===== src/logic/brc_map.svh =====
`ifndef BRC_MAP_SVH
`define BRC_MAP_SVH

// Register byte addresses
`define BRC_BUCK_ONE_STANDBY_SETPOINT 8'h10
`define BRC_BUCK_ONE_RESERVED 8'h11
`define BRC_BUCK_ONE_CONTROL_STATUS 8'h12
`define BRC_BUCK_ONE_SETPOINT_RANGE 8'h13
`define BRC_BUCK_TWO_STANDBY_SETPOINT 8'h20
`define BRC_BUCK_TWO_RESERVED 8'h21
`define BRC_BUCK_TWO_CONTROL_STATUS 8'h22
`define BRC_BUCK_TWO_SETPOINT_RANGE 8'h23

// Field positions
`define BRC_CODE_MSB 5
`define BRC_ENABLE_BIT 0
`define BRC_POWER_GOOD_BIT 1
`define BRC_FAULT_UNMASK_BIT 2
`define BRC_HIGH_RANGE_BIT 6

// Reset values
`define BRC_RST_CODE 6'h00
`define BRC_RST_ENABLE 1'b0
`define BRC_RST_UNMASK 1'b0
`define BRC_RST_RANGE 1'b0
`define BRC_RST_RD_DATA 8'h00

// Setpoint decode, in millivolts
`define BRC_ADJUST_CODE 6'h00
`define BRC_LOW_KNEE_CODE 6'h07
`define BRC_LOW_ODD_CODE 6'h22
`define BRC_LOW_MIN_MV 13'h0320
`define BRC_LOW_ODD_MV 13'h05C8
`define BRC_LOW_STEP_MV 13'h0019
`define BRC_HIGH_FIRST_MV 13'h0514
`define BRC_HIGH_STEP_MV 13'h0032
`define BRC_ADJUST_MV 13'h0000

`endif


===== src/logic/brc_pkg.sv =====
package brc_pkg;

    typedef logic [5:0] brc_code_t;
    typedef logic [12:0] brc_mv_t;

    typedef enum logic [2:0] {
        BRC_SEL_NONE = 3'b000,
        BRC_SEL_STBY = 3'b001,
        BRC_SEL_RSVD = 3'b010,
        BRC_SEL_CTRL = 3'b011,
        BRC_SEL_RANGE = 3'b100
    } brc_sel_t;

endpackage : brc_pkg


===== src/logic/brc_chan.sv =====
`timescale 1ns/1ps
`include "brc_map.svh"

module brc_chan (
    input wire logic i_core_clk,
    input wire logic i_rst_n,
    input wire logic i_standby,
    input wire brc_pkg::brc_code_t i_standby_code,
    input wire brc_pkg::brc_code_t i_normal_code,
    input wire logic i_high_range,
    output brc_pkg::brc_mv_t o_setpoint_mv,
    output logic o_adjustable
);
    import brc_pkg::*;

    brc_code_t code;
    brc_mv_t code_mv;
    brc_mv_t mv_nxt;

    always_comb begin
        code = i_standby ? i_standby_code : i_normal_code;
        code_mv = {7'h00, code};
        mv_nxt = `BRC_ADJUST_MV;
        if (code == `BRC_ADJUST_CODE) begin
            mv_nxt = `BRC_ADJUST_MV;
        end else if (i_high_range) begin
            mv_nxt = 13'(`BRC_HIGH_FIRST_MV
                + (code_mv - 13'h0001) * `BRC_HIGH_STEP_MV);
        end else if (code <= `BRC_LOW_KNEE_CODE) begin
            mv_nxt = `BRC_LOW_MIN_MV;
        end else if (code == `BRC_LOW_ODD_CODE) begin
            mv_nxt = `BRC_LOW_ODD_MV;
        end else begin
            mv_nxt = 13'(`BRC_LOW_MIN_MV + (code_mv
                - {7'h00, `BRC_LOW_KNEE_CODE}) * `BRC_LOW_STEP_MV);
        end
    end

    always_ff @(posedge i_core_clk) begin
        if (!i_rst_n) begin
            o_setpoint_mv <= `BRC_ADJUST_MV;
            o_adjustable <= 1'b1;
        end else begin
            o_setpoint_mv <= mv_nxt;
            o_adjustable <= (code == `BRC_ADJUST_CODE);
        end
    end

endmodule : brc_chan


===== src/logic/brc_regs.sv =====
// What this block does
// - Decode buck one bank at 0x10-0x13, buck two at 0x20-0x23.
// - Byte 0 bits 5:0 hold the read/write standby voltage code.
// - Byte 3 bits 5:0 hold the read/write normal voltage code.
// - Byte 2 bit 0 enables the converter when one.
// - Byte 2 bit 1 reads power good, read only.
// - Byte 2 bit 2 one leaves the voltage fault unmasked.
// - Byte 3 bit 6 zero selects low range, minimum 0.8 V.
// - Range bit one decodes both codes in high range, minimum 1.30 V.
// - Reserved bits are read only and ignore host writes.
// - Low range: codes 1-7 give 0.800 V, then 25 mV steps; 0x22 1.480 V.
// - High range: code 1 gives 1.300 V, 50 mV steps to 4.400 V.
// - Code zero selects adjustable mode in either range.
// - Buck two bank matches buck one fields and encoding.
`timescale 1ns/1ps
`include "brc_map.svh"

module brc_regs (
    input wire logic i_core_clk,
    input wire logic i_rst_n,
    input wire logic i_wr_en,
    input wire logic i_rd_en,
    input wire logic [7:0] i_addr,
    input wire logic [7:0] i_wr_data,
    input wire logic [1:0] i_power_good,
    input wire logic i_standby,
    output logic [7:0] o_rd_data,
    output logic o_rd_valid,
    output logic [1:0] o_enable,
    output logic [1:0] o_fault_event,
    output logic [1:0] o_adjustable,
    output brc_pkg::brc_mv_t o_buck_one_setpoint_mv,
    output brc_pkg::brc_mv_t o_buck_two_setpoint_mv
);
    import brc_pkg::*;

    brc_sel_t sel;
    logic ch;
    logic [7:0] rd_data_nxt;

    brc_code_t stby_code_r [2];
    brc_code_t norm_code_r [2];
    logic [1:0] range_r;
    logic [1:0] unmask_r;
    logic [1:0] pgood_r;

    always_comb begin
        sel = BRC_SEL_NONE;
        ch = 1'b0;
        case (i_addr)
            `BRC_BUCK_ONE_STANDBY_SETPOINT: begin
                sel = BRC_SEL_STBY;
            end
            `BRC_BUCK_ONE_RESERVED: begin
                sel = BRC_SEL_RSVD;
            end
            `BRC_BUCK_ONE_CONTROL_STATUS: begin
                sel = BRC_SEL_CTRL;
            end
            `BRC_BUCK_ONE_SETPOINT_RANGE: begin
                sel = BRC_SEL_RANGE;
            end
            `BRC_BUCK_TWO_STANDBY_SETPOINT: begin
                sel = BRC_SEL_STBY;
                ch = 1'b1;
            end
            `BRC_BUCK_TWO_RESERVED: begin
                sel = BRC_SEL_RSVD;
                ch = 1'b1;
            end
            `BRC_BUCK_TWO_CONTROL_STATUS: begin
                sel = BRC_SEL_CTRL;
                ch = 1'b1;
            end
            `BRC_BUCK_TWO_SETPOINT_RANGE: begin
                sel = BRC_SEL_RANGE;
                ch = 1'b1;
            end
            default: begin
                sel = BRC_SEL_NONE;
                ch = 1'b0;
            end
        endcase
    end

    always_ff @(posedge i_core_clk) begin
        if (!i_rst_n) begin
            for (int c = 0; c < 2; c++) begin
                stby_code_r[c] <= `BRC_RST_CODE;
            end
        end else if (i_wr_en && sel == BRC_SEL_STBY) begin
            stby_code_r[ch] <= i_wr_data[`BRC_CODE_MSB:0];
        end
    end

    always_ff @(posedge i_core_clk) begin
        if (!i_rst_n) begin
            for (int c = 0; c < 2; c++) begin
                norm_code_r[c] <= `BRC_RST_CODE;
            end
        end else if (i_wr_en && sel == BRC_SEL_RANGE) begin
            norm_code_r[ch] <= i_wr_data[`BRC_CODE_MSB:0];
        end
    end

    always_ff @(posedge i_core_clk) begin
        if (!i_rst_n) begin
            range_r <= {2{`BRC_RST_RANGE}};
        end else if (i_wr_en && sel == BRC_SEL_RANGE) begin
            range_r[ch] <= i_wr_data[`BRC_HIGH_RANGE_BIT];
        end
    end

    always_ff @(posedge i_core_clk) begin
        if (!i_rst_n) begin
            o_enable <= {2{`BRC_RST_ENABLE}};
        end else if (i_wr_en && sel == BRC_SEL_CTRL) begin
            o_enable[ch] <= i_wr_data[`BRC_ENABLE_BIT];
        end
    end

    always_ff @(posedge i_core_clk) begin
        if (!i_rst_n) begin
            unmask_r <= {2{`BRC_RST_UNMASK}};
        end else if (i_wr_en && sel == BRC_SEL_CTRL) begin
            unmask_r[ch] <= i_wr_data[`BRC_FAULT_UNMASK_BIT];
        end
    end

    always_ff @(posedge i_core_clk) begin
        if (!i_rst_n) begin
            pgood_r <= 2'h0;
        end else begin
            pgood_r <= i_power_good;
        end
    end

    always_ff @(posedge i_core_clk) begin
        if (!i_rst_n) begin
            o_fault_event <= 2'h0;
        end else begin
            o_fault_event <= o_enable & ~pgood_r & unmask_r;
        end
    end

    always_comb begin
        rd_data_nxt = 8'h00;
        case (sel)
            BRC_SEL_STBY: begin
                rd_data_nxt[`BRC_CODE_MSB:0] = stby_code_r[ch];
            end
            BRC_SEL_CTRL: begin
                rd_data_nxt[`BRC_ENABLE_BIT] = o_enable[ch];
                rd_data_nxt[`BRC_POWER_GOOD_BIT] = pgood_r[ch];
                rd_data_nxt[`BRC_FAULT_UNMASK_BIT] = unmask_r[ch];
            end
            BRC_SEL_RANGE: begin
                rd_data_nxt[`BRC_CODE_MSB:0] = norm_code_r[ch];
                rd_data_nxt[`BRC_HIGH_RANGE_BIT] = range_r[ch];
            end
            default: begin
                rd_data_nxt = 8'h00;
            end
        endcase
    end

    // Read data holds until the next read
    always_ff @(posedge i_core_clk) begin
        if (!i_rst_n) begin
            o_rd_data <= `BRC_RST_RD_DATA;
            o_rd_valid <= 1'b0;
        end else begin
            o_rd_valid <= i_rd_en;
            if (i_rd_en) begin
                o_rd_data <= rd_data_nxt;
            end
        end
    end

    brc_chan u_buck_one (
        .i_core_clk(i_core_clk),
        .i_rst_n(i_rst_n),
        .i_standby(i_standby),
        .i_standby_code(stby_code_r[0]),
        .i_normal_code(norm_code_r[0]),
        .i_high_range(range_r[0]),
        .o_setpoint_mv(o_buck_one_setpoint_mv),
        .o_adjustable(o_adjustable[0])
    );

    brc_chan u_buck_two (
        .i_core_clk(i_core_clk),
        .i_rst_n(i_rst_n),
        .i_standby(i_standby),
        .i_standby_code(stby_code_r[1]),
        .i_normal_code(norm_code_r[1]),
        .i_high_range(range_r[1]),
        .o_setpoint_mv(o_buck_two_setpoint_mv),
        .o_adjustable(o_adjustable[1])
    );
endmodule : brc_regs


===== config.mk =====
export PLATFORM = sky130hd
export DESIGN_NAME = brc_regs
export DESIGN_NICKNAME = d
export VERILOG_FILES = /design/src/logic/brc_pkg.sv /design/src/logic/brc_chan.sv /design/src/logic/brc_regs.sv
export VERILOG_INCLUDE_DIRS = /design/src /design/src/logic
export SDC_FILE = /design/constraint.sdc
export NUM_CORES = 1
export LEC_CHECK = 0
export BUFFER_PORTS_ARGS = -buffer_cell sky130_fd_sc_hd__buf_2
export CORE_MARGIN = 2
export CORE_UTILIZATION = 60
export DETAILED_ROUTE_END_ITERATION = 6
export PLACE_DENSITY = 0.81
export SETUP_SLACK_MARGIN = 0.02
export SLEW_MARGIN = 25
export SYNTH_ARGS = -nofsm -noshare
export SYNTH_HDL_FRONTEND = slang
export SYNTH_HIERARCHICAL = 1
export SYNTH_SLANG_ARGS = --single-unit
export TNS_END_PERCENT = 1

===== constraint.sdc =====
create_clock -name i_core_clk -period 16.2 [get_ports i_core_clk]
set_clock_uncertainty 0.2 [all_clocks]
set_input_delay 2.43 -clock i_core_clk [delete_from_list [all_inputs] [get_ports i_core_clk]]
set_output_delay 2.43 -clock i_core_clk [all_outputs]
set_load 0.01 [all_outputs]

==> Yosys cells after proc, flatten, opt, wreduce, memory -nomap -nowiden <==
Memory sizes are Yosys's and may differ from the RTL's.
Index checks and enable logic that the tools add are counted.
{ "totals": {"memories": 2, "ramBits": 24, "out_inout_bits": 41, "ff_bits": 46, "inputBits": 23, "wordCells": 100} }
{ "mem_list": {"columns": ["name", "words", "word_bits", "rd", "rd_ports_with_merged_regs", "wr", "line_no", "text"], "rows": [
  ["norm_code_r", 2, 6, 3, 0, 2, "brc_regs.sv:42", "brc_code_t norm_code_r [2];"],
  ["stby_code_r", 2, 6, 3, 0, 2, "brc_regs.sv:41", "brc_code_t stby_code_r [2];"]
]} }
{ "classes": {"addsub": 8, "magnitude_cmp": 4, "bitwise_logic": 4, "muxes": 39, "n_reduce_logical": 15, "n_mul": 4, "n_eq_ne": 13} }
{ "op_table": {"columns": ["operator", "count"], "rows": [
  ["2-to-1 mux 13 bit", 6],
  ["equality test 8 x 5 -> 1 bit, second input constant", 4],
  ["equality test 8 x 6 -> 1 bit, second input constant", 4],
  ["adder 10 x 13 -> 13 bit, first input constant", 2],
  ["adder 11 x 13 -> 13 bit, first input constant", 2],
  ["multiplier 13 x 5 -> 12 bit, second input constant", 2],
  ["multiplier 13 x 5 -> 13 bit, second input constant", 2],
  ["2-to-1 mux 6 bit", 4],
  ["2-to-1 mux 1 bit", 22],
  ["subtractor 6 x 1 -> 7 bit, second input constant", 2],
  ["subtractor 6 x 3 -> 7 bit, second input constant", 2],
  ["equality test 6 bit, second input constant", 2],
  ["<= comparator 6 x 3 -> 1 bit, second input constant", 2],
  ["logical NOT 6 bit", 2],
  ["case mux 3 bit (4 select lines)", 1],
  ["OR reduction 2 bit", 6],
  ["OR reduction 6 bit", 2],
  ["case mux 3 bit (3 select lines)", 1],
  ["bitwise mux 2 bit", 3],
  ["case mux 3 bit (2 select lines)", 1],
  ["AND 2 bit", 2],
  ["logical AND 1 bit", 4],
  ["OR reduction 4 bit", 1],
  ["equality test 3 x 1 -> 1 bit, second input constant", 1],
  ["7 further kinds", 7]
]} }

==> Depth between registers and ports, before layout <==
{ "depth": {"word_depth": 10, "ltp_mapped": 26, "mapped_depth_nobuf": 24} }

==> Cells and area by module <==
The synthesis kept the hierarchy.
{ "by_module_without_submodules": {"columns": ["module", "instances", "seq_area_each_um2", "cells_per_inst", "area_per_inst_um2"], "rows": [
  ["brc_chan at u_buck_one", 1, 280.3, 263, 2298.5],
  ["brc_chan at u_buck_two", 1, 280.3, 254, 2294.7],
  ["brc_regs", 1, 1081.0, 158, 1954.4]
]} }

==> Worst setup path after synthesis <==
Ideal clock, no wire load.
{ "synth_path": {"path_type": "input -> register", "from": "in i_standby", "to": "reg u_buck_one.o_setpoint_mv[12]", "path_stages": 21, "t_arrival_ps": 7116, "setup_slack_ps": 8760, "required_ps": 15876, "n_path_buf": 1, "setup_ps": 124, "cell_sequence": "buf_6 -> mux2i_1 -> inv_1 -> ha_1 -> inv_1 -> nor2_1 -> nor2_1 -> xor2_1 -> o21ai_0 -> inv_1 -> ha_1 -> fa_1 -> ha_1 -> ha_1 -> fa_1 -> a21o_1 -> a21oi_1 -> o21bai_1 -> a21oi_1 -> xnor2_1 -> o22ai_1"} }
{ "synth_between": {"elab_chain_len": 7, "elab_cells_between_ends": 14, "cone_classes": "add/sub (4); mul (2); order compare (1); eq/ne (1); mux (4); reduce/logical (2)"} }
{ "synth_rtl": {"columns": ["element", "line_no", "text"], "rows": [
  ["from (decl)", "brc_regs.sv:26", "input wire logic i_standby,"],
  ["2-to-1 mux 6 bit (*)", "brc_chan.sv:21", "code = i_standby ? i_standby_code : i_normal_code;"],
  ["subtractor 6 x 3 -> 7 bit", "brc_chan.sv:34", "mv_nxt = 13'(`BRC_LOW_MIN_MV + (code_mv"],
  ["multiplier 13 x 5 -> 13 bit (no source line)", null, null],
  ["adder 10 x 13 -> 13 bit (no source line)", null, null],
  ["2-to-1 mux 13 bit", "brc_chan.sv:31", "end else if (code == `BRC_LOW_ODD_CODE) begin"],
  ["2-to-1 mux 13 bit", "brc_chan.sv:29", "end else if (code <= `BRC_LOW_KNEE_CODE) begin"],
  ["2-to-1 mux 13 bit", "brc_chan.sv:26", "end else if (i_high_range) begin"],
  ["to (signal assigned)", "brc_chan.sv:41", "o_setpoint_mv <= `BRC_ADJUST_MV;"],
  ["to (signal assigned)", "brc_chan.sv:44", "o_setpoint_mv <= mv_nxt;"],
  ["to (decl)", "brc_chan.sv:11", "output brc_pkg::brc_mv_t o_setpoint_mv,"]
]} }
Every way passes the cells marked *; elsewhere a longest branch is shown, timed or not.
A chain may end at the register's enable or synchronous reset.

==> Final worst setup path <==
Same ends and word-level chain as after synthesis.

==> results.md <==
* Achievable Freq at ~120 MHz
* Arr. time, crit path at 8370 ps
* Post-Synthesis Cell Area at approximately 6500 um^2
* Fin util at 66.0%
* Synth warn at 6
* Commonest non-fill, non-tap cell in the layout: ha_1
* Library cells used by synthesis at 72
* Number of flops mapped to enable cells by yosys at 24
* Number of nets in the layout at 876
* Core ar. at 10,700 um^2
* Crit. Startpoint: i_standby
* Async set or reset register ratio after synthesis at 0%
* Worst hold start: o_rd_data[2]
* Final setup fails at 0
* Mapped Nets at 818
* Crit-path cells: buf_2 > mux2i_1 > inv_1 > ha_1 > inv_1 > nor2_1 > nor2_1 > xor2_1 > o21ai_0 > inv_1 > ha_1 > fa_1 > ha_1 > ha_1 > fa_1 > a21o_1 > a21oi_1 > o21bai_1 > a21oi_1 > xnor2_1 > o22ai_1
* Leak at between 3 and 4 nW
* Dpl hpwl at around 11 mm
* GRT Total Usage at 25.6%
* RSZ-0062 raised after global routing: false
* Setup total negative slack at 0 ps
* CP max stage cell: mux2i_1
* Post-route ant nets at 0
* Peak supply drop at roughly 0.060 mV
* MaxCap Viol Count at 0
* DR vias at about 5,000
* Pin count of the biggest net entering global routing at 35
* Post-CTS sizing at 0
* Global-route wire length before repair at around 24 mm
* Period minus WS final at 8330 ps
* Vias/cell at between 5 and 6
* Rel. slew slack at 36.9%
* N_diodes at 0
* Critical path's largest stage delay at ~740 ps
* H-tree depth at 3
* Area contributors post-synth: ha_1 18%, dfxtp_1 14%, edfxtp_1 11%
* Row cnt at 38
* Area growth, synth to finish at 8.27%
* Vias in the first global route at 5,107
* GPL Wtd Cong at 0.897
* Detailed Routing Iterations Pass 1 at 4
* Io pins at 64
* Routed WL at 14.0 mm
* Synth top area share at 18.0%
* Initial antenna violation count at 0
* Final worst path period share at 51.4%
* Top Family by Delay on Critical Path: adder cells
* Clock transition at path regs at 80 ps
* 1st-iter DRT viols at 227
* WP buf/inv at 4
* Startpoint types: input port
* Crit path kind: in2reg
* Critical Path End Type: flip-flop
* Worst r2r src: stby_code_r[0][0]
* PD cells at 121 nW/um^2
* Place WS at 7590 ps
* Hold Vio Cnt, Final at 0
* Layout cell share with drive strength beyond 1 at 14.9%
* Final Max Slew Viols at 0
* Ys flop type: dfxtp_1
* Syn_area_per_cell at 9.70 um^2
* Reg2reg setup slack at 10,190 ps
* Grt total ovfl at 0
* Initial Utilization at 60.9%
* CTS Sinks at 70
* Die width at 108 um
* Latest clock arrival within the worst-skew pair at approximately 360 ps
* Hold Crit Class: reg2reg
* Final WS setup at 7870 ps
* # DRC at 0
* CTS tree: done
* Actual slew at the worst max-slew pin at 946 ps
* Port bufs at 61
* Num CTS Buffers at 9
* Synthesized flop and latch total at 70
* Syn Inst Count at 675
* CP Max Fanout at 34
* Post-CTS setup buffer count at 0
* Req. time, crit path at 16,240 ps
* Clk root buf: clkbuf_8
* Outcome: finished, final reports clean
* Die Height at 108 um
* Crit-path most repeated cell: ha_1
* Sequential-to-total area share from yosys stat at around 25%
* Detail-routed net length per standard cell at between 15 and 20 um
* Synth area leader: ha_1
* Hold Buf Count CTS at 0
* Die area at 11,800 um^2
* Most frequent cells in the layout: 94 x ha_1, 78 x inv_1, 61 x buf_2
* CTS max path bufs at 2
-- sequential cells by signal, summed over array words and instances (netlist names) --
name and count:
range_r 2, norm_code_r 12, u_buck_two/o_setpoint_mv 13, u_buck_one/o_setpoint_mv 13, o_fault_event 2, pgood_r 2, stby_code_r 12, o_enable 2
o_rd_valid 1, o_rd_data 7, u_buck_two/o_adjustable 1, unmask_r 2, u_buck_one/o_adjustable 1
-- cell type report --
cell class / count / area, um^2
Multi-Input combinational cell: 510 / 4490
Fill cell: 854 / 3660
Sequential cell: 70 / 1640
Timing Repair Buffer: 61 / 305
Inverter: 81 / 304
Tap cell: 140 / 175
Clock buffer: 10 / 128
Clock inverter: 6 / 45.0
-- metal layers --
layer	global-route usage [%]	up-vias	wire length (um)
met5	0	-	0
met4	10.2	0	216
met3	4.64	26	609
met2	43.0	131	6940
met1	32.6	2346	6220
li1	-	2448	-
-- cells in the mapped netlist, drive strengths merged (3+ instances only) --
library cell	number
a211oi	5
a21o	15
a21oi	40
a22oi	8
and2	32
and3	4
and4b	3
buf	9
clkbuf	5
dfxtp	46
edfxtp	24
fa	26
ha	94
inv	79
mux2	6
mux2i	30
nand2	30
nand2b	3
nand3	10
nor2	32
nor2b	10
nor3	12
nor3b	4
nor4	5
nor4b	3
o21a	4
o21ai	31
o21bai	7
o22a	3
o22ai	5
or3	4
xnor2	43
xor2	17
-- path summary, 6_finish.rpt --
check,end,cells past startpoint
max,u_buck_one/o_setpoint_mv[12],21
min,o_rd_data[2],2
max reg2reg,u_buck_one/o_setpoint_mv[12],20
min reg2reg,o_rd_data[2],2
-- cell families after synthesis --
kind of cell	Yosys count	synth area share [%]
AOI/OAI and AO/OA	133	13.4
adders and majority gates	120	25.9
muxes	36	6.06
and+or+nand+nor	159	14.7
other	1	0.0573
DFF	70	25.1
buffers and inverters	95	6.40
xor gates and xnor gates	61	8.37
-- metrics by stage --
stage	instances	total power, mW	area, um^2	hold WS, ps
detailed placement	862	0.720	6910	249
CTS	878	0.858	7090	272
floorplan	675	0.609	6550	292
finish	878	0.857	7090	276
global placement	862	0.703	6910	246
global route	878	0.936	7090	320
-- report_power, final --
part / switching (mW) / internal, mW
combinational: 0.289 / 0.224
sequential: 0.00926 / 0.204
clock: 0.0735 / 0.0567
total: 0.372 / 0.484
-- tightest hold or removal path: cells and delay by family (launching register included) --
kind	cells	cell delay [ps]
and+or+nand+nor	1	50
AOI/OAI and AO/OA	1	60
DFF	1	330
No activity file was read; power rests on OpenSTA's default activity.
